`config.mk`:
```
export PLATFORM = sky130hd
export DESIGN_NAME = cpu_status_cache_config
export DESIGN_NICKNAME = d
export VERILOG_FILES = /design/src/verilog/core_regs_pkg.sv /design/src/verilog/clip_sticky.sv /design/src/verilog/sleep_control.sv /design/src/verilog/cpu_status_cache_config.sv
export SDC_FILE = /design/constraint.sdc
export NUM_CORES = 1
export LEC_CHECK = 0
export BUFFER_PORTS_ARGS = -buffer_cell sky130_fd_sc_hd__buf_2
export CORE_MARGIN = 2
export CORE_UTILIZATION = 45
export CTS_CLUSTER_DIAMETER = 120
export DETAILED_ROUTE_END_ITERATION = 10
export PLACE_DENSITY = 0.85
export SLEW_MARGIN = 40
export SYNTH_ARGS = -nofsm -noshare
export SYNTH_HDL_FRONTEND = slang
export SYNTH_SLANG_ARGS = --single-unit
```
`constraint.sdc`:
```
create_clock -name clk_sys -period 1.5 [get_ports clk_sys]
set_input_delay 0.075 -clock clk_sys [delete_from_list [all_inputs] [get_ports clk_sys]]
set_output_delay 0.075 -clock clk_sys [all_outputs]
set_load 0.005 [all_outputs]
```
`src/verilog/core_regs_pkg.sv`:
```
// Field layout, codes and reset values of the core control and cache setup registers
package core_regs_pkg;
   // Core control and status register fields
   localparam int CSR_SLEEP_HI = 15;
   localparam int CSR_SLEEP_LO = 10;
   localparam int CSR_CLIP_BIT = 9;
   localparam int CSR_PMODE_HI = 7;
   localparam int CSR_PMODE_LO = 5;
   localparam int CSR_DMODE_HI = 4;
   localparam int CSR_DMODE_LO = 2;
   localparam int CSR_SAVED_BIT = 1;
   localparam int CSR_IRQ_EN_BIT = 0;
   localparam int CSR_ORDER_BIT = 8;
   localparam int CSR_ID_HI = 31;
   localparam int CSR_ID_LO = 16;
   // Cache setup register fields
   localparam int SETUP_PRIO_BIT = 31;
   localparam int SETUP_PFLUSH_BIT = 9;
   localparam int SETUP_DFLUSH_BIT = 8;
   localparam int SETUP_L2_HI = 2;
   localparam int SETUP_L2_LO = 0;
   localparam int SETUP_RSVD_TOP = 30;
   localparam int SETUP_RSVD_BOT = 3;
   localparam logic [20:0] SETUP_RSVD_HI_VAL = 21'h00000;
   localparam logic [4:0] SETUP_RSVD_LO_VAL = 5'h00;
   // Register select on the control-move port
   localparam logic REG_SEL_CSR = 1'b0;
   localparam logic REG_SEL_SETUP = 1'b1;
   // Sleep request codes
   localparam logic [5:0] SLEEP_CODE_NONE = 6'h00;
   localparam logic [5:0] SLEEP_CODE_LIGHT_EN = 6'h09;
   localparam logic [5:0] SLEEP_CODE_LIGHT_ANY = 6'h11;
   localparam logic [5:0] SLEEP_CODE_DEEP_A = 6'h1a;
   localparam logic [5:0] SLEEP_CODE_DEEP_B = 6'h1c;
   localparam logic [5:0] SLEEP_READ_VAL = 6'h00;
   // Cache mode codes
   localparam logic [2:0] CACHE_MODE_ON_A = 3'h0;
   localparam logic [2:0] CACHE_MODE_ON_B = 3'h2;
   localparam logic [2:0] CACHE_MODE_RESET = 3'h0;
   // Level 2 way select codes
   localparam logic [2:0] L2_ALL_SRAM = 3'h0;
   localparam logic [2:0] L2_ONE_WAY = 3'h1;
   localparam logic [2:0] L2_TWO_WAY = 3'h2;
   localparam logic [2:0] L2_THREE_WAY = 3'h3;
   localparam logic [2:0] L2_FOUR_WAY = 3'h7;
   // Reset values
   localparam logic ORDER_LITTLE_RESET = 1'b1;
   localparam logic IRQ_ENABLE_RESET = 1'b0;
   localparam logic PRIO_RESET = 1'b0;

   typedef enum logic [2:0] {
      SLEEP_AWAKE = 3'b000,
      SLEEP_LIGHT_EN = 3'b001,
      SLEEP_LIGHT_ANY = 3'b010,
      SLEEP_DEEP_A = 3'b011,
      SLEEP_DEEP_B = 3'b100
   } sleep_state_type;

   function automatic logic cache_mode_legal(input logic [2:0] code);
      cache_mode_legal = (code == CACHE_MODE_ON_A) || (code == CACHE_MODE_ON_B);
   endfunction

   function automatic logic l2_mode_legal(input logic [2:0] code);
      l2_mode_legal = (code == L2_ALL_SRAM) || (code == L2_ONE_WAY) ||
         (code == L2_TWO_WAY) || (code == L2_THREE_WAY) || (code == L2_FOUR_WAY);
   endfunction
endpackage

```
`src/verilog/clip_sticky.sv`:
```
// Sticky clip flag: set by functional units, cleared by control-move writes of zero to the clip bit
`timescale 1ns/1ps
module clip_sticky import core_regs_pkg::*; (
   input wire logic clk_sys,
   input wire logic rst_n,
   input wire logic clip_event,
   input wire logic clip_cond_true,
   input wire logic clear_strobe,
   output logic clip_sticky_flag
);
   typedef struct packed {
      logic flag;
   } clip_state_type;

   clip_state_type st_reg;
   clip_state_type st_next;

   always_comb begin
      st_next = st_reg;
      // The event in the same cycle as a clear wins, so the clear goes first
      if (clear_strobe) begin
         st_next.flag = 1'b0;
      end
      if (clip_event && clip_cond_true) begin
         st_next.flag = 1'b1;
      end
   end

   always_ff @(posedge clk_sys or negedge rst_n) begin
      if (!rst_n) begin
         st_reg <= '0;
      end else begin
         st_reg <= st_next;
      end
   end

   assign clip_sticky_flag = st_reg.flag;

   property p_clip_set_next;
      @(posedge clk_sys) disable iff (!rst_n)
      (clip_event && clip_cond_true) |=> clip_sticky_flag;
   endproperty
   a_clip_set_next: assert property (p_clip_set_next) else $error("clip flag not set");

   property p_clip_set_wins;
      @(posedge clk_sys) disable iff (!rst_n)
      (clip_event && clip_cond_true && clear_strobe) |=> clip_sticky_flag;
   endproperty
   a_clip_set_wins: assert property (p_clip_set_wins) else $error("clear beat set");

   property p_clip_false_cond;
      @(posedge clk_sys) disable iff (!rst_n)
      (!clip_sticky_flag && !clear_strobe && !(clip_event && clip_cond_true))
         |=> !clip_sticky_flag;
   endproperty
   a_clip_false_cond: assert property (p_clip_false_cond)
      else $error("flag set w/o cause");

   property p_clip_only_clear;
      @(posedge clk_sys) disable iff (!rst_n)
      (clip_sticky_flag && !clear_strobe) |=> clip_sticky_flag;
   endproperty
   a_clip_only_clear: assert property (p_clip_only_clear) else $error("flag lost");

   c_clip_collide: cover property (@(posedge clk_sys) disable iff (!rst_n)
      clip_event && clip_cond_true && clear_strobe);
endmodule

```
`src/verilog/sleep_control.sv`:
```
// Decodes sleep requests and holds the sleep state until its wake condition
`timescale 1ns/1ps
module sleep_control import core_regs_pkg::*; (
   input wire logic clk_sys,
   input wire logic rst_n,
   input wire logic req_strobe,
   input wire logic [5:0] req_code,
   input wire logic wake_enabled_irq,
   input wire logic wake_any_irq,
   output logic sleep_light,
   output logic sleep_deep
);
   typedef struct packed {
      sleep_state_type state;
      logic light;
      logic deep;
   } sleep_fsm_type;

   sleep_fsm_type st_reg;
   sleep_fsm_type st_next;
   sleep_state_type nxt;

   always_comb begin
      st_next = st_reg;
      nxt = st_reg.state;
      case (st_reg.state)
         SLEEP_AWAKE: begin
            // Reserved codes and the no-sleep code leave the core running
            if (req_strobe) begin
               if (req_code == SLEEP_CODE_LIGHT_EN) begin
                  nxt = SLEEP_LIGHT_EN;
               end else if (req_code == SLEEP_CODE_LIGHT_ANY) begin
                  nxt = SLEEP_LIGHT_ANY;
               end else if (req_code == SLEEP_CODE_DEEP_A) begin
                  nxt = SLEEP_DEEP_A;
               end else if (req_code == SLEEP_CODE_DEEP_B) begin
                  nxt = SLEEP_DEEP_B;
               end
            end
         end
         SLEEP_LIGHT_EN: begin
            if (wake_enabled_irq) begin
               nxt = SLEEP_AWAKE;
            end
         end
         SLEEP_LIGHT_ANY: begin
            if (wake_enabled_irq || wake_any_irq) begin
               nxt = SLEEP_AWAKE;
            end
         end
         // Deep states leave only through device reset
         SLEEP_DEEP_A: nxt = SLEEP_DEEP_A;
         SLEEP_DEEP_B: nxt = SLEEP_DEEP_B;
         default: nxt = SLEEP_AWAKE;
      endcase
      st_next.state = nxt;
      st_next.light = (nxt == SLEEP_LIGHT_EN) || (nxt == SLEEP_LIGHT_ANY);
      st_next.deep = (nxt == SLEEP_DEEP_A) || (nxt == SLEEP_DEEP_B);
   end

   always_ff @(posedge clk_sys or negedge rst_n) begin
      if (!rst_n) begin
         st_reg <= '{state: SLEEP_AWAKE, light: 1'b0, deep: 1'b0};
      end else begin
         st_reg <= st_next;
      end
   end

   assign sleep_light = st_reg.light;
   assign sleep_deep = st_reg.deep;

   property p_deep_sticks;
      @(posedge clk_sys) disable iff (!rst_n)
      sleep_deep |=> sleep_deep && !sleep_light;
   endproperty
   a_deep_sticks: assert property (p_deep_sticks) else $error("left deep sleep");

   property p_light_enter;
      @(posedge clk_sys) disable iff (!rst_n)
      (!sleep_light && !sleep_deep && req_strobe && req_code == SLEEP_CODE_LIGHT_EN)
         |=> sleep_light;
   endproperty
   a_light_enter: assert property (p_light_enter) else $error("no light sleep");

   c_deep: cover property (@(posedge clk_sys) disable iff (!rst_n) $rose(sleep_deep));
endmodule

```
`src/verilog/cpu_status_cache_config.sv`:
```
// Core control/status and cache setup registers on the control-move port
`timescale 1ns/1ps
module cpu_status_cache_config import core_regs_pkg::*; #(
   parameter logic [7:0] KIND_CODE = 8'h5a, // Arbitrary value
   parameter logic [7:0] REV_CODE = 8'h01 // Arbitrary value
) (
   input wire logic clk_sys,
   input wire logic rst_n,
   input wire logic ctl_wr,
   input wire logic ctl_rd,
   input wire logic ctl_sel,
   input wire logic [31:0] ctl_wdata,
   input wire logic endian_strap_little,
   input wire logic clip_event,
   input wire logic clip_cond_true,
   input wire logic irq_taken,
   input wire logic irq_return,
   input wire logic irq_maskable_req,
   input wire logic irq_nmi_req,
   input wire logic l1d_req,
   input wire logic xbar_req,
   output logic [31:0] ctl_rdata,
   output logic ctl_rvalid,
   output logic clip_sticky_flag,
   output logic order_little,
   output logic [2:0] instr_cache_mode,
   output logic [2:0] data_cache_mode,
   output logic saved_irq_enable,
   output logic global_irq_enable,
   output logic irq_deliver,
   output logic xbar_priority,
   output logic prog_cache_flush,
   output logic data_cache_flush,
   output logic [2:0] level2_way_select,
   output logic l1d_grant,
   output logic xbar_grant,
   output logic sleep_light,
   output logic sleep_deep
);
   typedef struct packed {
      logic [31:0] rdata;
      logic rvalid;
      logic order_little;
      logic order_caught;
      logic [2:0] pmode;
      logic [2:0] dmode;
      logic saved_ie;
      logic irq_en;
      logic deliver;
      logic prio;
      logic pflush;
      logic dflush;
      logic [2:0] l2;
      logic l1d_gnt;
      logic xbar_gnt;
   } core_state_type;

   localparam core_state_type CORE_RESET = '{
      rdata: 32'h00000000, rvalid: 1'b0, order_little: ORDER_LITTLE_RESET,
      order_caught: 1'b0, pmode: CACHE_MODE_RESET, dmode: CACHE_MODE_RESET,
      saved_ie: IRQ_ENABLE_RESET, irq_en: IRQ_ENABLE_RESET, deliver: 1'b0,
      prio: PRIO_RESET, pflush: 1'b0, dflush: 1'b0, l2: L2_ALL_SRAM,
      l1d_gnt: 1'b0, xbar_gnt: 1'b0};

   core_state_type st_reg;
   core_state_type st_next;
   logic wr_csr;
   logic wr_setup;
   logic clip_flag;

   assign wr_csr = ctl_wr && (ctl_sel == REG_SEL_CSR);
   assign wr_setup = ctl_wr && (ctl_sel == REG_SEL_SETUP);

   clip_sticky u_clip (
      .clk_sys(clk_sys),
      .rst_n(rst_n),
      .clip_event(clip_event),
      .clip_cond_true(clip_cond_true),
      .clear_strobe(wr_csr && !ctl_wdata[CSR_CLIP_BIT]),
      .clip_sticky_flag(clip_flag)
   );

   sleep_control u_sleep (
      .clk_sys(clk_sys),
      .rst_n(rst_n),
      .req_strobe(wr_csr),
      .req_code(ctl_wdata[CSR_SLEEP_HI:CSR_SLEEP_LO]),
      .wake_enabled_irq(irq_maskable_req && st_reg.irq_en),
      .wake_any_irq(irq_maskable_req || irq_nmi_req),
      .sleep_light(sleep_light),
      .sleep_deep(sleep_deep)
   );

   always_comb begin
      st_next = st_reg;
      st_next.rvalid = ctl_rd;
      // Flush strobes last one cycle so the caches are never held invalid
      st_next.pflush = 1'b0;
      st_next.dflush = 1'b0;
      // Strap is taken once, after reset has been released
      if (!st_reg.order_caught) begin
         st_next.order_little = endian_strap_little;
         st_next.order_caught = 1'b1;
      end
      if (ctl_rd) begin
         if (ctl_sel == REG_SEL_CSR) begin
            st_next.rdata = {KIND_CODE, REV_CODE, SLEEP_READ_VAL, clip_flag,
               st_reg.order_little, st_reg.pmode, st_reg.dmode, st_reg.saved_ie, st_reg.irq_en};
         end else begin
            // Flush bits are write-only and read back as zero
            st_next.rdata = {st_reg.prio, SETUP_RSVD_HI_VAL, 1'b0, 1'b0,
               SETUP_RSVD_LO_VAL, st_reg.l2};
         end
      end
      if (wr_csr) begin
         // Reserved cache mode codes are dropped rather than stored
         if (cache_mode_legal(ctl_wdata[CSR_PMODE_HI:CSR_PMODE_LO])) begin
            st_next.pmode = ctl_wdata[CSR_PMODE_HI:CSR_PMODE_LO];
         end
         if (cache_mode_legal(ctl_wdata[CSR_DMODE_HI:CSR_DMODE_LO])) begin
            st_next.dmode = ctl_wdata[CSR_DMODE_HI:CSR_DMODE_LO];
         end
         st_next.saved_ie = ctl_wdata[CSR_SAVED_BIT];
         st_next.irq_en = ctl_wdata[CSR_IRQ_EN_BIT];
      end
      if (irq_return) begin
         st_next.irq_en = st_reg.saved_ie;
      end
      // Taking an interrupt outranks a software write in the same cycle
      if (irq_taken) begin
         st_next.saved_ie = st_reg.irq_en;
         st_next.irq_en = 1'b0;
      end
      // Non-maskable requests ignore the global enable
      st_next.deliver = irq_nmi_req || (irq_maskable_req && st_reg.irq_en);
      if (wr_setup) begin
         st_next.prio = ctl_wdata[SETUP_PRIO_BIT];
         st_next.pflush = ctl_wdata[SETUP_PFLUSH_BIT];
         st_next.dflush = ctl_wdata[SETUP_DFLUSH_BIT];
         if (l2_mode_legal(ctl_wdata[SETUP_L2_HI:SETUP_L2_LO])) begin
            st_next.l2 = ctl_wdata[SETUP_L2_HI:SETUP_L2_LO];
         end
      end
      // One grant per cycle; the priority bit breaks a tie
      st_next.l1d_gnt = l1d_req && (!xbar_req || !st_reg.prio);
      st_next.xbar_gnt = xbar_req && (!l1d_req || st_reg.prio);
   end

   always_ff @(posedge clk_sys or negedge rst_n) begin
      if (!rst_n) begin
         st_reg <= CORE_RESET;
      end else begin
         st_reg <= st_next;
      end
   end

   assign ctl_rdata = st_reg.rdata;
   assign ctl_rvalid = st_reg.rvalid;
   assign clip_sticky_flag = clip_flag;
   assign order_little = st_reg.order_little;
   assign instr_cache_mode = st_reg.pmode;
   assign data_cache_mode = st_reg.dmode;
   assign saved_irq_enable = st_reg.saved_ie;
   assign global_irq_enable = st_reg.irq_en;
   assign irq_deliver = st_reg.deliver;
   assign xbar_priority = st_reg.prio;
   assign prog_cache_flush = st_reg.pflush;
   assign data_cache_flush = st_reg.dflush;
   assign level2_way_select = st_reg.l2;
   assign l1d_grant = st_reg.l1d_gnt;
   assign xbar_grant = st_reg.xbar_gnt;

   property p_id_read;
      @(posedge clk_sys) disable iff (!rst_n)
      (ctl_rd && ctl_sel == REG_SEL_CSR)
         |=> ctl_rvalid && ctl_rdata[CSR_ID_HI:CSR_ID_LO] == {KIND_CODE, REV_CODE};
   endproperty
   a_id_read: assert property (p_id_read) else $error("bad identity code");

   property p_sleep_reads_zero;
      @(posedge clk_sys) disable iff (!rst_n)
      (ctl_rd && ctl_sel == REG_SEL_CSR)
         |=> ctl_rdata[CSR_SLEEP_HI:CSR_SLEEP_LO] == SLEEP_READ_VAL;
   endproperty
   a_sleep_reads_zero: assert property (p_sleep_reads_zero)
      else $error("sleep field not 0");

   property p_order_read;
      @(posedge clk_sys) disable iff (!rst_n)
      (ctl_rd && ctl_sel == REG_SEL_CSR) |=> ctl_rdata[CSR_ORDER_BIT] == $past(order_little);
   endproperty
   a_order_read: assert property (p_order_read) else $error("byte-order bit wrong");

   property p_clip_read;
      @(posedge clk_sys) disable iff (!rst_n)
      (ctl_rd && ctl_sel == REG_SEL_CSR) |=> ctl_rdata[CSR_CLIP_BIT] == $past(clip_sticky_flag);
   endproperty
   a_clip_read: assert property (p_clip_read) else $error("clip bit read wrong");

   property p_pmode_reserved;
      @(posedge clk_sys) disable iff (!rst_n)
      (wr_csr && !cache_mode_legal(ctl_wdata[CSR_PMODE_HI:CSR_PMODE_LO]))
         |=> $stable(instr_cache_mode);
   endproperty
   a_pmode_reserved: assert property (p_pmode_reserved)
      else $error("reserved pmode taken");

   property p_dmode_legal;
      @(posedge clk_sys) disable iff (!rst_n)
      cache_mode_legal(data_cache_mode);
   endproperty
   a_dmode_legal: assert property (p_dmode_legal) else $error("illegal dmode held");

   property p_irq_save;
      @(posedge clk_sys) disable iff (!rst_n)
      irq_taken |=> saved_irq_enable == $past(global_irq_enable) && !global_irq_enable;
   endproperty
   a_irq_save: assert property (p_irq_save) else $error("enable not saved");

   property p_irq_return;
      @(posedge clk_sys) disable iff (!rst_n)
      (irq_return && !irq_taken) |=> global_irq_enable == $past(saved_irq_enable);
   endproperty
   a_irq_return: assert property (p_irq_return) else $error("enable not restored");

   property p_irq_en_gate;
      @(posedge clk_sys) disable iff (!rst_n)
      (irq_maskable_req && !irq_nmi_req && !global_irq_enable) |=> !irq_deliver;
   endproperty
   a_irq_en_gate: assert property (p_irq_en_gate) else $error("masked irq delivered");

   property p_nmi_deliver;
      @(posedge clk_sys) disable iff (!rst_n)
      irq_nmi_req |=> irq_deliver;
   endproperty
   a_nmi_deliver: assert property (p_nmi_deliver) else $error("nmi not delivered");

   property p_arb;
      @(posedge clk_sys) disable iff (!rst_n)
      (l1d_req && xbar_req) |=> (xbar_grant == $past(xbar_priority)) && (l1d_grant != xbar_grant);
   endproperty
   a_arb: assert property (p_arb) else $error("arbitration wrong");

   property p_prio_write;
      @(posedge clk_sys) disable iff (!rst_n)
      wr_setup |=> xbar_priority == $past(ctl_wdata[SETUP_PRIO_BIT]);
   endproperty
   a_prio_write: assert property (p_prio_write) else $error("priority not written");

   property p_setup_rsvd;
      @(posedge clk_sys) disable iff (!rst_n)
      (ctl_rd && ctl_sel == REG_SEL_SETUP)
         |=> ctl_rdata[SETUP_RSVD_TOP:SETUP_RSVD_BOT] == 28'h0000000;
   endproperty
   a_setup_rsvd: assert property (p_setup_rsvd) else $error("reserved bits nonzero");

   property p_pflush;
      @(posedge clk_sys) disable iff (!rst_n)
      (wr_setup && ctl_wdata[SETUP_PFLUSH_BIT])
         |=> prog_cache_flush ##1 (!prog_cache_flush || $past(wr_setup));
   endproperty
   a_pflush: assert property (p_pflush) else $error("program flush missing");

   property p_pflush_pulse;
      @(posedge clk_sys) disable iff (!rst_n)
      prog_cache_flush |-> $past(wr_setup && ctl_wdata[SETUP_PFLUSH_BIT]);
   endproperty
   a_pflush_pulse: assert property (p_pflush_pulse) else $error("stray program flush");

   property p_dflush_fire;
      @(posedge clk_sys) disable iff (!rst_n)
      (wr_setup && ctl_wdata[SETUP_DFLUSH_BIT]) |=> data_cache_flush;
   endproperty
   a_dflush_fire: assert property (p_dflush_fire) else $error("data flush missing");

   property p_dflush_pulse;
      @(posedge clk_sys) disable iff (!rst_n)
      data_cache_flush |-> $past(wr_setup && ctl_wdata[SETUP_DFLUSH_BIT]);
   endproperty
   a_dflush_pulse: assert property (p_dflush_pulse)
      else $error("stray data flush");

   property p_l2_legal;
      @(posedge clk_sys) disable iff (!rst_n)
      (wr_setup && !l2_mode_legal(ctl_wdata[SETUP_L2_HI:SETUP_L2_LO]))
         |=> $stable(level2_way_select);
   endproperty
   a_l2_legal: assert property (p_l2_legal) else $error("reserved way code taken");

   property p_l2_write;
      @(posedge clk_sys) disable iff (!rst_n)
      (wr_setup && l2_mode_legal(ctl_wdata[SETUP_L2_HI:SETUP_L2_LO]))
         |=> level2_way_select == $past(ctl_wdata[SETUP_L2_HI:SETUP_L2_LO]);
   endproperty
   a_l2_write: assert property (p_l2_write) else $error("way code not taken");

   c_irq_nest: cover property (@(posedge clk_sys) disable iff (!rst_n)
      irq_taken && global_irq_enable);
   c_flush: cover property (@(posedge clk_sys) disable iff (!rst_n)
      prog_cache_flush && data_cache_flush);
   c_xbar_wins: cover property (@(posedge clk_sys) disable iff (!rst_n) xbar_grant && l1d_req);
endmodule

```
==> key figures, run 1 <==
Outcome
  – Status: completed

STA
  – Fmax: roughly 730 MHz
  – Final Hold Slack: ~0.0031 ns
  – Final Setup Violations: 0
  – Slew Viols, Final: 0
  – Unrepaired setup endpoints after global routing: false
  – Clk_skew: roughly 0.0046 ns
  – Final period demand of the worst path: about 1.4 ns
  – Tcrit/Tclk final: 91.6%
  – Final setup TNS: 0 ns
  – Final hold vios: 0

Logic synthesis
  – Synth Register Bits: 38
  – Post-synth EDFFs: 0
  – Post-synth top flop: dfrtp_1
  – Synth unique cells: 37
  – Post-synthesis cell count: ~190
  – Post-Syn Area per Cell: ~10 sq um
  – Sequential fraction of the synthesis area: about half
  – Post-synth ARST share: between 90% and 100%
  – Yosys warnings: 0
  – Cell Area, Synth: 1920 sq um

Flow run
  – Max cap viols: 0

Placement
  – GP Congestion: between 0.7 and 0.8
  – Dpl cells: 278
  – Hpwl dp: approximately 2800 um
  – Port bufs: 68

Floorplan
  – Core Box Area: roughly 4100 sq um
  – Initial Util: 47.4%
  – Rows: 23
  – Ports: 100
  – Die area: a little under 5000 sq um
  – DIE WIDTH: around 69 um
  – Die Y: about 69 um

Power
  – Pwr/cell area: 1060 nW/um^2
  – Leak Pwr: around 1.2 nW
  – Worst VDD drop: around 0.63 mV
  – Comb pwr share: 18.5%
  – Int Pwr: approximately 1.7 mW
  – Sequential share of power: roughly half
  – Switching power: roughly 0.63 mW
  – Clock power share: 29.7%
  – Net Sw Frac: between 20% and 30%

Layout
  – Max reg flops: 12
  – Antenna Cells: 0
  – Fillers: between 300 and 400
  – Area delta synth->final: 15.9%
  – Post-route insts no fill: slightly below 300
  – Fraction of layout cells with a size suffix above 1: 37.1%
  – Post-layout nets: between 200 and 300

Clock network
  – CTS tree: built
  – Worst-path clk slew: 0.07 ns
  – Clk buf depth: 2
  – Clock sinks: 38
  – H-tree depth: 2
  – Worst-skew pair later-pin latency: 0.28 ns
  – CTS Buf Count: 5
  – CTS Root Cell: clkbuf_8

Drt
  – Residual DRC count: 0
  – Avg Vias per Cell: 4.77
  – Post-route ant nets: 0
  – Pre-antenna DRT Iters: 4
  – Final WL: 3620 um
  – Initial DRC count: 85
  – Via count: ~1400
  – WL/cell: ~12 um

Min path
  – Hold crit path type: in2reg

Worst setup path
  – Critical path fanouts, max: 5
  – Arrival time worst endpoint: roughly 1.5 ns
  – Worst path required time: 1.64 ns
  – CP Capture Type: flop
  – Critical path type: reg2reg
  – Startpoint types: flop

Global routing
  – Initial antenna violation count: 0
  – Global-route wire length before repair: about 6100 um
  – Vias in the first global route: 1352
  – Largest net degree at the start of global routing: 25
  – Tot GR Track Use: approximately 16%
  – Total grt overflow: 0
-- metrics by stage --
| stage | utilization (%) | total power, mW | instance area [sq um] | setup slack, ns |
|---|---|---|---|---|
| after floorplan | - | 1.56 | 1980 | 0.267 |
| after detailed placement | 51.7 | 1.67 | 2100 | 0.121 |
| final | 54.9 | 2.36 | 2230 | 0.125 |
| after CTS | 54.9 | 2.40 | 2230 | 0.131 |
| after global routing | 54.9 | 2.51 | 2230 | 0.0364 |
| after global placement | 51.7 | 1.66 | 2100 | 0.124 |
-- synth_stat cells, drive strengths merged, types with 3 or more instances --
master | instances | area [sq um]
a21oi | 4 | 20.0
mux2i | 6 | 60.1
nand2 | 6 | 22.5
nor2 | 10 | 37.5
o21ai | 16 | 80.1
buf | 43 | 324
mux2 | 4 | 45.0
nor3 | 3 | 15.0
dfrtp | 37 | 926
inv | 14 | 52.6
clkbuf | 3 | 11.3
nand3b | 8 | 60.1
nor2b | 5 | 31.3
-- layer usage --
layer | share of wire, % | vias up | track usage, %
met1 | 44 | 652 | 19.3
met2 | 49 | 49 | 27.6
met3 | 6.5 | 4 | 4.65
li1 | - | 678 | -
met4 | 0.99 | 0 | 6.54
met5 | 0 | - | 0
-- cell usage in the layout (no fill, tap or decap), types with 3 or more instances in the layout --
cell	instances
buf_2	68
buf_4	4
mux2i_1	6
dfrtp_1	37
nand2_1	6
nand3b_1	8
inv_1	13
a21oi_1	4
o21ai_0	16
clkbuf_8	6
conb_1	17
nor2_1	10
nor3_1	3
dlygate4sd3_1	4
nor2b_1	5
mux2_2	4
-- path summary, 6_finish.rpt --
kind | startpoint | endpoint | slack [ns] | cells past startpoint
max in group asynchronous | rst_n | ctl_rdata[9] | 0.78 | 3
hold reg to reg | ctl_rdata[8] | ctl_rdata[8] | 0.51 | 2
min in group asynchronous | rst_n | st_reg[17] | 0.26 | 2
setup reg to reg | global_irq_enable | u_sleep.sleep_deep | 0.13 | 5
hold / removal | l1d_req | xbar_grant | 0.003 | 2
setup / recovery | global_irq_enable | u_sleep.sleep_deep | 0.13 | 5
-- critical path: stages, from the launching register on --
cell     delay, ns
dfrtp_1       0.45
nand2_1       0.10
o21ai_0       0.16
o41ai_1       0.10
a32oi_1       0.30
o32ai_1       0.14
-- cell families after synthesis --
kind of cell              after synthesis  share of synthesized area, %
AOI/OAI and AO/OA                      32                          10.9
xor gates and xnor gates                1                         0.455
buffers and inverters                  60                          20.2
DFF                                    38                          49.5
muxes                                  10                          5.46
other                                   2                         0.390
and+or+nand+nor                        43                          13.2
-- power groups by stage --
| stage | Sequential, mW | Clock [mW] | Combinational [mW] |
|---|---|---|---|
| floorplan | 1.23 | 0 | 0.336 |
| finish | 1.22 | 0.699 | 0.437 |
| global placement | 1.24 | 0 | 0.424 |
| detailed placement | 1.24 | 0 | 0.436 |
| CTS | 1.22 | 0.730 | 0.445 |
| global route | 1.24 | 0.784 | 0.488 |
-- layout make-up --
cell class	count	area, sq um	area share, %
inverter	14	52.6	2.36
clock buffer	7	86.3	3.87
clock inverter	1	5.00	0.224
tap	50	62.6	2.81
multi-input combinational	103	641	28.7
timing repair buffer	77	430	19.3
sequential	38	952	42.7
-- repair_timing --
item / CTS / global route
buffers inserted: 0 / 0
hold endpoints to repair: 19 / 0
resized for setup: 0 / 0
hold buffers: 4 / 0
Note: power is estimated with default switching activity, not from simulation.
==> inputs of run 2 (changes only) <==
- ABC_AREA: not set -> 0
- CORE_UTILIZATION: 45 -> 47
- CTS_BUF_LIST: not set -> sky130_fd_sc_hd__clkbuf_8
- PLACE_DENSITY: 0.85 -> 0.88
==> run 2 against run 1 <==
Against the previous run:
- sequential power about the same
- setup slack improved by 0.0038 ns
- non-clock buffer count increased by 3
- total power increased by 16%
- critical path type unchanged
- wire length increased by 3.8%
- register-to-register slack about the same
- combinational power increased by 4.6%
- clock-buffer cell count decreased by 1
==> key figures, run 2 (synthesis gave the netlist of run 1 again) <==
Global routing
  – Global-route wire length before repair: between 5000 and 6000 um
  – Tot GR Track Use: 16.7%
  – Vias in the first global route: 1264
  – Initial antenna violation count: 0
  – Total grt overflow: 0
  – Largest net degree at the start of global routing: 25

Power
  – Pwr/cell area: 1180 nW/um^2
  – Leak Pwr: 1.22 nW
  – PnR Total Power: 2.73 mW
  – Worst VDD drop: 0.618 mV

Layout
  – Max reg flops: 12
  – Commonest cells after routing, fill and taps aside: 68 x buf_2, 37 x dfrtp_1, 17 x conb_1
  – Leading cell type in the layout, fill and taps excluded: buf_2
  – Final Instance Area: 2320 sq um
  – Antenna Cells: 0
  – Fraction of layout cells with a size suffix above 1: 37.4%
  – Area delta synth->final: 20.5%
  – Post-layout nets: ~290

Placement
  – Port bufs: 68
  – Hpwl dp: about 2800 um
  – GP Congestion: around 0.8
  – DP Area: approximately 2100 sq um

Worst setup path
  – Arrival time worst endpoint: around 1.5 ns
  – Worst path cell trace: nor4_2, a32oi_2, xnor2_1
  – Critical-path cell with the highest stage delay: dfrtp_1
  – Worst Path Buf+Inv: 0
  – Crit-path max cell delay: about 0.45 ns
  – Critical path type: reg2reg
  – Worst path required time: roughly 1.7 ns
  – Critical path fanouts, max: 7
  – Top cell family by delay on the critical path: flip-flops
  – Startpoint types: flop
  – CP Capture Type: flop

Drt
  – Initial DRC count: between 80 and 90
  – Via count: 1396
  – Residual DRC count: 0
  – Post-route ant nets: 0
  – WL/cell: between 10 and 15 um
  – Pre-antenna DRT Iters: 4
  – Final WL: approximately 3800 um
  – Avg Vias per Cell: 4.76

Clock network
  – Clk buf depth: 2
  – H-tree depth: 2
  – Clock sinks: 38
  – CTS tree: built
  – # Post-CTS Setup Buffers: 0
  – Worst-path clk slew: 0.07 ns
  – Worst-skew pair later-pin latency: 0.28 ns
  – CTS Buf Count: 5
  – CTS Root Cell: clkbuf_8

Floorplan
  – Core Box Area: 3970 sq um
  – DIE WIDTH: around 70 um
  – Die Y: roughly 70 um
  – Ports: 100
  – Rows: 23
  – Die area: roughly 4600 sq um
  – Initial Util: between 40% and 50%

STA
  – Slew Viols, Final: 0
  – Unrepaired setup endpoints after global routing: false
  – Final setup TNS: 0 ns
  – Tcrit/Tclk final: 91.4%
  – Final period demand of the worst path: roughly 1.4 ns
  – Final Setup Violations: 0
  – Final hold vios: 0
  – Fmax: 729 MHz
  – Clk_skew: roughly 0.0045 ns

Min path
  – Hold crit path type: in2reg

Flow run
  – Max cap viols: 0

Outcome
  – Status: completed
run 2: cell type report:
| cell class | instances | area [sq um] |
|---|---|---|
| Inverter | 14 | 52.6 |
| Multi-Input combinational cell | 103 | 648 |
| Clock inverter | 2 | 60.1 |
| Fill cell | 360 | 1650 |
| Clock buffer | 6 | 82.6 |
| Sequential cell | 38 | 952 |
| Timing Repair Buffer | 80 | 460 |
| Tap cell | 50 | 62.6 |
run 2: metrics by stage:
stage | setup slack [ns] | utilization (%) | instances | hold slack (ns)
finish | 0.129 | 58.4 | 293 | 0.0216
global route | 0.0278 | 58.4 | 293 | 0.00584
CTS | 0.131 | 58.2 | 293 | 0.0120
detailed placement | 0.110 | 52.8 | 278 | 0.0421
global placement | 0.137 | 52.8 | 278 | 0.0411
floorplan | 0.267 | - | 201 | -0.221
run 2: worst register-to-register path, cell delays in order, from the launching register on:
cell and delay (ns):
dfrtp_1 0.45, nor4_2 0.42, a32oi_2 0.21, xnor2_1 0.16
run 2: layer usage:
metal	global-route usage, %	up-vias	share of wire [%]
li1	-	681	-
met1	20.3	649	43
met2	27.8	57	49
met3	5.26	9	6.6
met4	6.00	0	1.6
met5	0	-	0
run 2: what timing repair did:
action,CTS,global route
endpoints found under the setup margin,0,2
hold buffers,7,0
resized for setup,0,1
hold endpoints to repair,23,0
run 2: power breakdown:
| group | total, mW | switching, mW | internal (mW) |
|---|---|---|---|
| clock | 1.05 | 0.342 | 0.709 |
| combinational | 0.457 | 0.221 | 0.236 |
| sequential | 1.22 | 0.0876 | 1.14 |
| total | 2.73 | 0.651 | 2.08 |
run 2: worst paths after layout:
path                                   startpoint                   to  slack, ns  depth (start not counted)
worst max-delay path            u_sleep.st_reg[2]  u_sleep.sleep_light       0.13                          3
worst min-delay path                ctl_wdata[31]        xbar_priority       0.02                          2
worst max register to register  u_sleep.st_reg[2]  u_sleep.sleep_light       0.13                          3
worst min register to register      ctl_rdata[31]        ctl_rdata[31]       0.52                          2
max in group asynchronous                   rst_n         order_little       0.69                          3
min in group asynchronous                   rst_n        ctl_rdata[30]       0.27                          2
